$ cat src/core/cpg_pkg.sv
// Purpose: Shared constants and types of the clock and core reset generator
// Assumes: core_clk stands in for the reference clock input (10 MHz)
// Notes:   Register offsets are byte addresses on the plain register port
package cpg_pkg;

  // ----------------------------------------------------------------------
  // Register port
  // ----------------------------------------------------------------------
  localparam int ADDR_W = 4;
  localparam int DATA_W = 32;
  localparam logic [ADDR_W-1:0] POWER_MGMT_CONTROL_OFS = 4'h0;
  localparam logic [ADDR_W-1:0] STATUS_OFS = 4'h4;

  // Field positions inside power_mgmt_control
  localparam int MULT_LSB = 0;
  localparam int MULT_W = 7;
  localparam int PDIV_LSB = 7;
  localparam int INPUT_DIVIDE_ENABLE_BIT = 9;
  localparam int MEMR_LSB = 10;

  // Field positions inside the status word
  localparam int ST_CORE_RUN_BIT = 0;
  localparam int ST_EXT_REL_BIT = 1;
  localparam int ST_MULT_LSB = 8;
  localparam int ST_PDIV_LSB = 16;
  localparam int ST_INPUT_DIVIDE_ENABLE_BIT = 21;

  // ----------------------------------------------------------------------
  // Clock ratios
  // ----------------------------------------------------------------------
  localparam logic [1:0] PDIV_SEL_2 = 2'h0;
  localparam logic [1:0] MEMR_RESET = 2'h0;
  // Memory clock ratio = field + this offset, in core clock periods
  localparam logic [2:0] MEMR_BASE = 3'h2;
  // Multiplier chosen by each strap code; plain defaults
  localparam logic [6:0] STRAP_MULT_0 = 7'h08;
  localparam logic [6:0] STRAP_MULT_1 = 7'h20;
  localparam logic [6:0] STRAP_MULT_2 = 7'h10;
  localparam logic [6:0] STRAP_MULT_3 = 7'h10;
  localparam logic [6:0] MULT_RESET = 7'h08;

  // ----------------------------------------------------------------------
  // Core reset release timing
  // ----------------------------------------------------------------------
  localparam int REF_HZ = 10_000_000;
  localparam int REL_REF_CYCLES = 4096;
  localparam int REL_CORE_CYCLES = 2;
  localparam int REL_CNT_W = 13;
  localparam logic [REL_CNT_W-1:0] REL_TOTAL =
    REL_CNT_W'(REL_REF_CYCLES + REL_CORE_CYCLES);
  // Edges spent by the synchroniser, sequencer entry and output flop;
  // the count stops early by this much so pin-to-core delay stays exact
  localparam int REL_PIPE_CYCLES = 4;

  typedef enum logic [2:0] {
    CPG_HOLD = 3'b001,
    CPG_COUNT = 3'b010,
    CPG_RUN = 3'b100
  } cpg_state_e;

  typedef struct packed {
    logic [1:0] mem_ratio;
    logic in_div;
    logic [1:0] post_div;
    logic [6:0] mult;
  } cpg_ctrl_s;

  // Effective clock configuration shown to the clock tree
  typedef struct packed {
    logic in_div;          // PLL input is reference / 2
    logic [6:0] mult;      // PLL multiplier
    logic [4:0] post_div;  // 2, 4, 8 or 16
    logic [7:0] vco_num;   // VCO = vco_num * f_ref / vco_den
    logic [1:0] vco_den;
    logic [5:0] core_den;  // core = vco_num * f_ref / core_den
  } cpg_cfg_s;

endpackage : cpg_pkg

$ cat src/core/cpg_clk_div.sv
// Purpose: Integer clock divider producing a clock level from core_clk
// Assumes: ratio is at least 2 and changes only between periods
// Notes:   High for the first half of each period, rounded down
`timescale 1ns/1ps
module cpg_clk_div
  import cpg_pkg::*;
(
  input wire logic core_clk,
  input wire logic rstn,
  input wire logic run,
  input wire logic [2:0] ratio,
  output logic clk_out
);

  logic [2:0] phase;

  always_ff @(posedge core_clk or negedge rstn) begin
    if (!rstn) begin
      phase <= 3'h0;
    end else if (!run || phase >= ratio - 3'h1) begin
      phase <= 3'h0;
    end else begin
      phase <= phase + 3'h1;
    end
  end

  always_ff @(posedge core_clk or negedge rstn) begin
    if (!rstn) begin
      clk_out <= 1'b0;
    end else if (!run) begin
      clk_out <= 1'b0;
    end else if (phase >= ratio - 3'h1) begin
      clk_out <= 1'b1;
    end else begin
      clk_out <= ((phase + 3'h1) < (ratio >> 1));
    end
  end

endmodule : cpg_clk_div

$ cat src/core/cpg_top.sv
// Purpose: PLL ratio control, derived clocks and core reset release
// Assumes: core_clk is the reference clock; straps synchronous to it
// Notes:   The analog PLL lies outside; this block drives its ratios
//
// Functional notes
// - While external reset holds, multiplier comes from the ratio straps; here it holds MULT_RESET and takes the straps on the two edges after release.
// - Post-divider is 2, 4, 8 or 16; forced to 2 during reset.
// - PLL input is reference clock, or reference over 2 when enabled.
// - VCO is twice multiplier times input; core is VCO over divider.
// - Peripheral clock period is exactly twice the core clock period.
// - Memory clock period is core period times memory clock ratio.
// - Core reset releases 4096 reference plus two core cycles after pin.
// - A missed sampling window may add one reference cycle, 4097 max.
//
// Design decisions made here: the placing of the registers and the strobed register port.
`timescale 1ns/1ps
module cpg_top
  import cpg_pkg::*;
(
  input wire logic core_clk,
  input wire logic rstn,
  input wire logic [1:0] clock_ratio_strap_pins,
  input wire logic [ADDR_W-1:0] reg_addr,
  input wire logic [DATA_W-1:0] reg_wdata,
  input wire logic reg_wr,
  input wire logic reg_rd,
  output logic [DATA_W-1:0] reg_rdata,
  output cpg_cfg_s clk_cfg,
  output logic core_rstn,
  output logic peripheral_clk,
  output logic memory_clock
);

  // ----------------------------------------------------------------------
  // Decoding helpers
  // ----------------------------------------------------------------------
  function automatic logic [6:0] strap_mult(input logic [1:0] code);
    case (code)
      2'h0: strap_mult = STRAP_MULT_0;
      2'h1: strap_mult = STRAP_MULT_1;
      2'h2: strap_mult = STRAP_MULT_2;
      default: strap_mult = STRAP_MULT_3;
    endcase
  endfunction : strap_mult

  function automatic logic [4:0] pdiv_value(input logic [1:0] sel);
    pdiv_value = 5'h02 << sel;
  endfunction : pdiv_value

  // ----------------------------------------------------------------------
  // Reset pin synchroniser
  // ----------------------------------------------------------------------
  logic rst_meta;
  logic ext_released;

  // Deassertion may miss the sampling edge and cost one reference cycle
  always_ff @(posedge core_clk or negedge rstn) begin
    if (!rstn) begin
      rst_meta <= 1'b0;
      ext_released <= 1'b0;
    end else begin
      rst_meta <= 1'b1;
      ext_released <= rst_meta;
    end
  end

  // ----------------------------------------------------------------------
  // Core reset release sequencer
  // ----------------------------------------------------------------------
  cpg_state_e state;
  cpg_state_e next_state;
  logic [REL_CNT_W-1:0] rel_cnt;

  always_comb begin
    next_state = state;
    case (state)
      CPG_HOLD: begin
        if (ext_released) begin
          next_state = CPG_COUNT;
        end
      end
      CPG_COUNT: begin
        if (rel_cnt == REL_TOTAL - REL_CNT_W'(REL_PIPE_CYCLES)) begin
          next_state = CPG_RUN;
        end
      end
      CPG_RUN: next_state = CPG_RUN;
      default: next_state = CPG_HOLD;
    endcase
  end

  always_ff @(posedge core_clk or negedge rstn) begin
    if (!rstn) begin
      state <= CPG_HOLD;
    end else begin
      state <= next_state;
    end
  end

  // Counter held clear until the synchronised release, then counts
  always_ff @(posedge core_clk or negedge rstn) begin
    if (!rstn) begin
      rel_cnt <= '0;
    end else if (state != CPG_COUNT) begin
      rel_cnt <= '0;
    end else begin
      rel_cnt <= rel_cnt + REL_CNT_W'(1);
    end
  end

  // 4096 reference cycles then two more for the core clock edges
  always_ff @(posedge core_clk or negedge rstn) begin
    if (!rstn) begin
      core_rstn <= 1'b0;
    end else begin
      core_rstn <= (next_state == CPG_RUN);
    end
  end

  // ----------------------------------------------------------------------
  // Power management control register
  // ----------------------------------------------------------------------
  cpg_ctrl_s ctrl;
  logic wr_ctrl;

  assign wr_ctrl = reg_wr && (reg_addr == POWER_MGMT_CONTROL_OFS);

  // Straps are sampled on the two edges after the pin releases; last value before ext_released wins
  always_ff @(posedge core_clk or negedge rstn) begin
    if (!rstn) begin
      ctrl.mult <= MULT_RESET;
    end else if (!ext_released) begin
      ctrl.mult <= strap_mult(clock_ratio_strap_pins);
    end else if (wr_ctrl) begin
      ctrl.mult <= reg_wdata[MULT_LSB +: MULT_W];
    end
  end

  always_ff @(posedge core_clk or negedge rstn) begin
    if (!rstn) begin
      ctrl.post_div <= PDIV_SEL_2;
    end else if (!ext_released) begin
      ctrl.post_div <= PDIV_SEL_2;
    end else if (wr_ctrl) begin
      ctrl.post_div <= reg_wdata[PDIV_LSB +: 2];
    end
  end

  always_ff @(posedge core_clk or negedge rstn) begin
    if (!rstn) begin
      ctrl.in_div <= 1'b0;
      ctrl.mem_ratio <= MEMR_RESET;
    end else if (!ext_released) begin
      ctrl.in_div <= 1'b0;
      ctrl.mem_ratio <= MEMR_RESET;
    end else if (wr_ctrl) begin
      ctrl.in_div <= reg_wdata[INPUT_DIVIDE_ENABLE_BIT];
      ctrl.mem_ratio <= reg_wdata[MEMR_LSB +: 2];
    end
  end

  // ----------------------------------------------------------------------
  // Effective PLL configuration
  // ----------------------------------------------------------------------
  cpg_cfg_s next_cfg;

  // No range check on the multiplier: the VCO limit is software's to keep
  always_comb begin
    next_cfg.in_div = ctrl.in_div;
    next_cfg.mult = ctrl.mult;
    next_cfg.post_div = pdiv_value(ctrl.post_div);
    next_cfg.vco_num = {ctrl.mult, 1'b0};
    next_cfg.vco_den = ctrl.in_div ? 2'h2 : 2'h1;
    next_cfg.core_den = ctrl.in_div ?
      {pdiv_value(ctrl.post_div), 1'b0} :
      {1'b0, pdiv_value(ctrl.post_div)};
  end

  always_ff @(posedge core_clk or negedge rstn) begin
    if (!rstn) begin
      clk_cfg <= '0;
    end else begin
      clk_cfg <= next_cfg;
    end
  end

  // ----------------------------------------------------------------------
  // Derived clocks
  // ----------------------------------------------------------------------
  // Both held low until the core leaves reset; the first memory_clock rise shares its core_clk edge with the first peripheral_clk rise only at ratio 4 or 5
  always_ff @(posedge core_clk or negedge rstn) begin
    if (!rstn) begin
      peripheral_clk <= 1'b0;
    end else if (!core_rstn) begin
      peripheral_clk <= 1'b0;
    end else begin
      peripheral_clk <= ~peripheral_clk;
    end
  end

  cpg_clk_div u_mem_div (
    .core_clk(core_clk),
    .rstn(rstn),
    .run(core_rstn),
    .ratio(MEMR_BASE + {1'b0, ctrl.mem_ratio}),
    .clk_out(memory_clock)
  );

  // ----------------------------------------------------------------------
  // Register read port
  // ----------------------------------------------------------------------
  logic [DATA_W-1:0] next_rdata;

  always_comb begin
    next_rdata = '0;
    if (reg_rd) begin
      case (reg_addr)
        POWER_MGMT_CONTROL_OFS: begin
          next_rdata[MULT_LSB +: MULT_W] = ctrl.mult;
          next_rdata[PDIV_LSB +: 2] = ctrl.post_div;
          next_rdata[INPUT_DIVIDE_ENABLE_BIT] = ctrl.in_div;
          next_rdata[MEMR_LSB +: 2] = ctrl.mem_ratio;
        end
        STATUS_OFS: begin
          next_rdata[ST_CORE_RUN_BIT] = core_rstn;
          next_rdata[ST_EXT_REL_BIT] = ext_released;
          next_rdata[ST_MULT_LSB +: MULT_W] = clk_cfg.mult;
          next_rdata[ST_PDIV_LSB +: 5] = clk_cfg.post_div;
          next_rdata[ST_INPUT_DIVIDE_ENABLE_BIT] = clk_cfg.in_div;
        end
        default: next_rdata = '0;
      endcase
    end
  end

  // Data stand for exactly one cycle after the read strobe
  always_ff @(posedge core_clk or negedge rstn) begin
    if (!rstn) begin
      reg_rdata <= '0;
    end else begin
      reg_rdata <= next_rdata;
    end
  end

endmodule : cpg_top

$ cat config.mk
export PLATFORM = sky130hd
export DESIGN_NAME = cpg_top
export DESIGN_NICKNAME = d
export VERILOG_FILES = /design/src/core/cpg_pkg.sv /design/src/core/cpg_clk_div.sv /design/src/core/cpg_top.sv
export SDC_FILE = /design/constraint.sdc
export NUM_CORES = 1
export LEC_CHECK = 0
export BUFFER_PORTS_ARGS = -buffer_cell sky130_fd_sc_hd__buf_4
export CORE_AREA = 3 3 89 91
export CTS_CLUSTER_SIZE = 30
export DETAILED_ROUTE_END_ITERATION = 8
export DIE_AREA = 0 0 92 94
export GPL_ROUTABILITY_DRIVEN = 0
export HOLD_SLACK_MARGIN = 0.1
export PLACE_DENSITY_LB_ADDON = 0.05
export SYNTH_ARGS = -nofsm -noshare
export SYNTH_HDL_FRONTEND = slang
export SYNTH_HIERARCHICAL = 1
export SYNTH_SLANG_ARGS = --single-unit
$ cat constraint.sdc
create_clock -name core_clk -period 1.9 [get_ports core_clk]
set_input_delay 0.38 -clock core_clk [delete_from_list [all_inputs] [get_ports core_clk]]
set_output_delay 0.38 -clock core_clk [all_outputs]
set_load 0.02 [all_outputs]
* Word-level counts from Yosys, hierarchy flattened *
Index checks and enable logic that the tools add are counted.

cells by class
  add/subtract/negate cells = 4
  order comparisons = 2
  equality and inequality tests = 9
  shift operators = 1
  muxes and demuxes = 23
  bitwise operators = 1
  reductions and logical operators = 5

operators with widths
  cell                                                                      number
  22-bit two-way mux                                                        1
  3-bit two-way mux                                                         6
  6-bit two-way mux                                                         3
  7-bit two-way mux                                                         2
  13-bit by 1-bit adder with 13-bit output (second input constant)          1
  13-bit by 12-bit == test with 1-bit output (second input constant)        1
  13-bit two-way mux                                                        1
  6-bit one-hot mux with 2 select lines                                     1
  3-bit one-hot mux with 3 select lines                                     1
  4-bit one-hot mux with 2 select lines                                     1
  3-bit == test (second input constant)                                     2
  2-bit two-way mux                                                         3
  2-bit by 2-bit << shifter with 5-bit output (first input constant)        1
  4-bit by 3-bit == test with 1-bit output (second input constant)          1
  4-bit zero test                                                           1
  2-bit one-hot mux with 2 select lines                                     1
  2-bit by 2-bit adder with 3-bit output (first input constant)             1
  3-bit by 1-bit adder with 3-bit output (second input constant)            1
  3-bit by 1-bit == test with 1-bit output (second input constant)          1
  3-bit by 2-bit == test with 1-bit output (second input constant)          1
  3-bit >= comparator                                                       1
  3-bit by 2-bit < comparator with 1-bit output                             1
  1-bit two-way mux                                                         3
  3-bit by 2-bit inequality test with 1-bit output (second input constant)  1
  8 further kinds                                                           8

storage, ports and cells
  register bits after elaboration = 89
  word-level logic and storage cells = 63

* Depth between registers and ports, before layout *
Gate-level depths: netlist of run 1.

  depth in word-level cells = 5
  mapped depth = 8
  gate-level depth less buffers = 8

* Cells and area by module *
The synthesis of run 1 kept the hierarchy.

by module, submodules not included
  module       instances  cells an instance  area each (um^2)
  cpg_top      1          249                2909.0
  cpg_clk_div  1          28                 287.8

* Worst setup path before layout of run 1 *
Ideal clock, no wire load.

  kind = reg2reg
  start = register ctrl[11] in the netlist's numbering
  end = register u_mem_div.clk_out
  library setup time = 0.119 ns
  arrival time = 1.518 ns
  data required time = 1.781 ns
  path slack = 0.263 ns
  stages on the path, launching flop included = 9
  path buffers = 0
  path through = dfrtp_1 inv_1 inv_1 ha_1 xnor2_1 ha_1 a21oi_2 o21ai_0 o21a_1

on the way
  cells in the longest elaborated chain, start to end = 5
  elaborated cells on any way between the ends = 6

RTL lines
  item                                         line               source
  start: declaration                           cpg_top.sv:123     cpg_ctrl_s ctrl;
  2-bit by 2-bit adder with 3-bit output *     cpg_top.sv:205     .ratio(MEMR_BASE + {1'b0, ctrl.mem_ratio}),
  3-bit by 1-bit subtractor with 3-bit output  cpg_clk_div.sv:32  end else if (phase >= ratio - 3'h1) begin
  3-bit >= comparator                          cpg_clk_div.sv:32
  1-bit two-way mux *                          cpg_clk_div.sv:32
  1-bit two-way mux *                          cpg_clk_div.sv:30  end else if (!run) begin
  end signal: assignment                       cpg_clk_div.sv:35  clk_out <= ((phase + 3'h1) < (ratio >> 1));
  end: declaration                             cpg_clk_div.sv:12  output logic clk_out

Every way passes the cells marked *; elsewhere a longest branch is shown, timed or not.
A chain may end at the register's enable or synchronous reset.

* Worst setup path in the final report of run 1 *
Same ends and word-level chain as after synthesis.

==> results of run 1 <==
-- routing by layer --
layer | part of all wire [%] | up-vias | global-route usage [%]
met5 | 0 | - | 0
met4 | 1.7 | 0 | 6.81
li1 | - | 1046 | -
met2 | 45 | 57 | 25.6
met3 | 4.9 | 11 | 3.85
met1 | 49 | 1000 | 21.4
-- where the power goes --
group	leakage [µW]	total [µW]	switching [µW]	internal, µW
clock	0.000111	1370	615	751
sequential	0.000996	1700	63.2	1630
combinational	0.000827	316	199	117
total	0.00193	3380	878	2500
-- final cells by class --
cell class              instances  area [µm²]  area share, %
clock buffers                   9         124           3.12
clock inverters                 7        98.8           2.49
inverters                      13        48.8           1.23
multi-input cells             168        1110           28.0
flip-flops and latches         74        1850           46.7
well taps                      99         124           3.12
repair buffers                 79         608           15.3
-- final timing paths --
check                                               start                 to  slack, ns  depth (start not counted)
worst min register to register                   rst_meta       ext_released       0.36                          0
worst min-delay path            clock_ratio_strap_pins[0]            ctrl[3]       0.24                          2
worst max register to register                   ctrl[11]  u_mem_div/clk_out       0.20                          8
min in group asynchronous                            rstn      reg_rdata[18]       0.50                          2
max in group asynchronous                            rstn            ctrl[3]       0.82                          3
worst max-delay path                             ctrl[11]  u_mem_div/clk_out       0.20                          8
-- through the flow --
stage / hold WS (ns) / setup WS [ns] / cells
floorplan: 0.0844 / 0.263 / 291
global placement: 0.330 / 0.252 / 432
detailed placement: 0.331 / 0.219 / 432
CTS: 0.232 / 0.194 / 449
global route: 0.246 / 0.0483 / 449
finish: 0.244 / 0.203 / 449
-- critical path, cell delays in order (launching register included) --
cell,delay [ns]
dfrtp_1,0.38
inv_1,0.07
inv_1,0.04
ha_1,0.18
xnor2_1,0.17
ha_1,0.27
a21oi_2,0.17
o21ai_0,0.10
o21a_1,0.19
-- sequential cells by signal, indices dropped and copies added (netlist names), 3 cells and up --
signal and cells:
clk_cfg 18, ctrl 12, reg_rdata 20, rel_cnt 13, state 3, u_mem_div/phase 3
-- layout by cell type, fill, tap and decap left out, types with 3 or more instances in the layout --
cell type / netlist / layout
a21boi_1: 9 / 9
a21oi_1: 6 / 6
a22o_1: 8 / 8
and2_1: 16 / 16
buf_4: 24 / 77
clkbuf_8: 0 / 9
conb_1: 2 / 16
dfrtp_1: 72 / 72
ha_1: 8 / 8
inv_1: 13 / 13
inv_6: 0 / 3
nand2_1: 9 / 9
nand3_1: 15 / 15
nand4_1: 3 / 3
nor2_1: 11 / 11
nor2b_1: 6 / 6
o21ai_0: 5 / 5
o21ai_1: 12 / 12
o31ai_1: 3 / 3
or3_1: 3 / 3
or4_1: 3 / 3
xor2_1: 4 / 4
-- logic make-up (layout without fill, tap and decap cells) --
logic type                 after synthesis  after routing
xor gates and xnor gates                 6              6
DFF                                     74             74
other                                    2             16
and+or+nand+nor                         82             82
AOI/OAI and AO/OA                       53             53
muxes                                    3              3
buffers and inverters                   49            108
adders and majority gates                8              8
==> reports/metrics.cfg, run 1 <==
[timing]
finalClockSkew_ns = 0.0111
rsz0062_at_grt = false
max_freq_mhz = 589
min_period_ns = 1.70
setup_viol = 0
period_share_pct = 89.3
slew_headroom_pct = 60.9
worst_slew_pin_slew_ns = 0.586
slew_violations = 0
setup_tns_ns = 0
hold_violations = 0

[logic_synthesis]
synth_most_common_cell = dfrtp_1
synth-xor-area-share_pct = 1.64
yosysUniqueCellTypes = 47
yosys_register_bits = 74
synth_top_area_share_pct = 56.4
synth-compound-area-share_pct = 11.3
synth_seq_area_share_pct = 58.0
avgSynthCellArea_um2 = 11.5
synthSimpleGateAreaFrac_pct = 15.8
netlist_area_um2 = 3200
synth_warnings = 6
synth-edff-count = 0
synthAdderAreaFrac_pct = 3.13
ys_top_cells_by_area = dfrtp_1 56%, buf_4 5.6%, and2_1 3.1%, ha_1 3.1%, nand3_1 2.3%
async_reset_ff_share_pct = 100
synth_top_family_by_area = simple AND/OR/NAND/NOR gates
synth_ff_type = dfrtp_1
synth_mux_area_share_pct = 0.978
synth_common_cells = 72 x dfrtp_1, 24 x buf_4, 16 x and2_1
yosysTopAreaCell = dfrtp_1
syn_inst = 277

[floorplanning]
coreArea_um2 = 7210
die_area_um2 = 8650
io_pins = 106
start_util_pct = 44.3
die_height_um = 94
fp.dieW_um = 92
fp-row-count = 31

[pwr]
p_leak_uw = 0.00193
vdd_drop_max_mv = 0.393
cellPowerDensity_nw_per_um2 = 852
p_total_uw = 3380

[global_routing]
grt.total_usage_pct = 16.2
grt_pass1_wl_mm = 10.8
antenna_found_initial = 0
grt_max_degree = 37
grt_overflow_total = 0
grt_pass1_vias = 2141

[drt]
drt_iter0_drc = 37
vias_per_cell = 4.71
drcViolationCount = 0
ant_nets = 0
first_pass_iters = 4
routedWlPerCell_um = 14.2
wl_mm = 6.39
vias = 2114

[cts]
cts_tree = done
clock-sinks = 74
cts_root_buf = clkbuf_8
htree_levels = 3
post_cts_buffers = 0
clock_path_buffers = 2
clk_latency_ns = 0.34
cts_made_buffers = 9
cts-resized-gates = 0
cts_hold_buf = 1
clk_pin_slew_worst_paths_ns = 0.08

[finish]
fillers = 689
antenna_cells = 0
stdcell_area_um2 = 3970
area.growth.synth_to_final_pct = 24.1
fin_nets = 395
drive_above_1_share_pct = 30.9
fin_util_pct = 55.0

[worst_setup_path]
startpoint_type = flip-flop
cp_max_fo = 2
arrival_ns = 1.93
required_ns = 2.13
critPathKind = reg2reg
cp-end-kind = flip-flop

[hold_path]
hp-class = in2reg

[placed_design]
port_buffers = 70
dpl.hpwl_mm = 4.49
placed_area_um2 = 3740

[status]
run_status = finished clean

[job]
maxCapViolations = 0

Note: power is estimated with default switching activity, not from simulation.
==> run 2: changes to the inputs <==
CORE_AREA = 3 3 113 72   (was 3 3 89 91)
DIE_AREA = 0 0 116 75   (was 0 0 92 94)
RECOVER_POWER = 100   (was unset)
==> reports/metrics.cfg, run 2 (synthesis gave the netlist of run 1 again) <==
[placed_design]
pre_cts_ws_ns = 0.233  ; +0.0141 ns
dpl.hpwl_mm = 4.64  ; +3.3%
port_buffers = 70  ; unchanged
placed_area_um2 = 3750  ; +0.27%
dp_cells = 425  ; -1.6%

[pwr]
p_total_uw = 3420  ; +1.0%
p_leak_uw = 0.00169  ; -13%
cellPowerDensity_nw_per_um2 = 915  ; +7.5%
vdd_drop_max_mv = 0.390  ; -0.75%

[cts]
clock-sinks = 74  ; unchanged
cts-resized-gates = 0  ; unchanged
htree_levels = 3  ; unchanged
cts_made_buffers = 9  ; unchanged
cts_root_buf = clkbuf_16
post_cts_buffers = 0  ; unchanged
clk_pin_slew_worst_paths_ns = 0.05  ; -0.03 ns
clock_path_buffers = 2  ; unchanged
clk_latency_ns = 0.33  ; about the same
cts_tree = done

[global_routing]
grt_overflow_total = 0  ; unchanged
grt_pass1_vias = 2141  ; unchanged
antenna_found_initial = 0  ; unchanged
grt_max_degree = 35  ; -5.4%
grt_pass1_wl_mm = 10.7  ; -1.1%
grt.total_usage_pct = 16.6  ; +0.42 points

[floorplanning]
fp.dieW_um = 116  ; +26%
io_pins = 106  ; unchanged
die_height_um = 75  ; -20%
start_util_pct = 44.7  ; +0.42 points
die_area_um2 = 8700  ; +0.60%
fp-row-count = 24  ; -23%
coreArea_um2 = 7150  ; -0.94%

[timing]
period_share_pct = 87.9  ; -1.4 points
slew_headroom_pct = 44.5  ; -16 points
finalWorstSetupSlack_ns = 0.230  ; +0.0274 ns
finalClockSkew_ns = 0.00552  ; -0.00563 ns
hold_violations = 0  ; unchanged
setup_tns_ns = 0  ; unchanged
worst_slew_pin_slew_ns = 0.832  ; +0.246 ns
rsz0062_at_grt = false
max_freq_mhz = 599  ; +1.6%
min_period_ns = 1.67  ; -0.0274 ns
setup_viol = 0  ; unchanged
slew_violations = 0  ; unchanged

[finish]
antenna_cells = 0  ; unchanged
layout_common_cells = 72 x dfrtp_1, 55 x clkbuf_1, 22 x buf_4
stdcell_count = 439  ; -2.2%
top_register = reg_rdata
fillers = 705  ; +2.3%
stdcell_area_um2 = 3730  ; -6.0%
largest_register_ffs = 20  ; unchanged
area.growth.synth_to_final_pct = 16.7
largestRegisters = reg_rdata x20, clk_cfg x18, rel_cnt x13
drive_above_1_share_pct = 12.1  ; -19 points
fin_nets = 396  ; +0.25%
final_common_cell = dfrtp_1

[drt]
vias_per_cell = 4.97  ; +5.5%
routedWlPerCell_um = 15.0  ; +5.3%
drcViolationCount = 0  ; unchanged
vias = 2180  ; +3.1%
wl_mm = 6.58  ; +2.9%
ant_nets = 0  ; unchanged
first_pass_iters = 4  ; unchanged
drt_iter0_drc = 123  ; +230%

[status]
run_status = finished clean

[worst_setup_path]
cp_max_fo = 13  ; +11
required_ns = 2.09  ; -0.04 ns
arrival_ns = 1.85  ; -0.08 ns
startpoint_type = flip-flop
critPathKind = reg2reg
cp-end-kind = flip-flop

[job]
maxCapViolations = 0  ; unchanged

[hold_path]
hp-class = in2reg

[run 2: worst max-delay path: stages, from the launching register on]
cell and delay (ns):
dfrtp_1 0.42, nand4_2 0.29, nor4_1 0.63, o22ai_1 0.18
[run 2: cell type report]
type                       instances  area, µm²  area share, %
sequential                        74       1850           49.7
multi-input combinational        168       1060           28.4
timing repair buffer              80        413           11.1
clock buffer                      12        236           6.34
tap                               91        114           3.05
inverter                          13       48.8           1.31
clock inverter                     1       5.00          0.134
[run 2: path summary, 6_finish.rpt]
check | start | endpoint | slack, ns | depth (start not counted)
min | clock_ratio_strap_pins[0] | ctrl[3] | 0.29 | 2
min in group asynchronous | rstn | clk_cfg[17] | 0.69 | 2
max reg2reg | rel_cnt[3] | state[1] | 0.23 | 3
min reg2reg | rst_meta | ext_released | 0.35 | 0
max | rel_cnt[3] | state[1] | 0.23 | 3
max in group asynchronous | rstn | state[0] | 0.38 | 3
[run 2: through the flow]
stage	utilization, %	hold WS [ns]
after CTS	55.9	0.232
after global placement	52.4	0.336
final	52.2	0.295
after global routing	52.2	0.295
after detailed placement	52.4	0.341
after floorplan	-	0.0844
[run 2: power by group]
group / internal (µW) / total [µW] / switching [µW]
registers: 1640 / 1700 / 64.8
clock network: 859 / 1420 / 566
logic: 95.2 / 291 / 196
total: 2590 / 3420 / 826
[run 2: repair_timing]
item,in CTS,in global routing
hold buffers,1,0
setup endpoints to repair,0,0
endpoints found under the hold margin,31,0
[run 2: routing by layer]
layer / vias up / track usage, % / wire length (µm)
met2: 80 / 23.3 / 2700
met5: - / 0 / 0
li1: 1048 / - / -
met1: 1050 / 23.5 / 3300
met3: 2 / 6.51 / 549
met4: 0 / 5.79 / 24
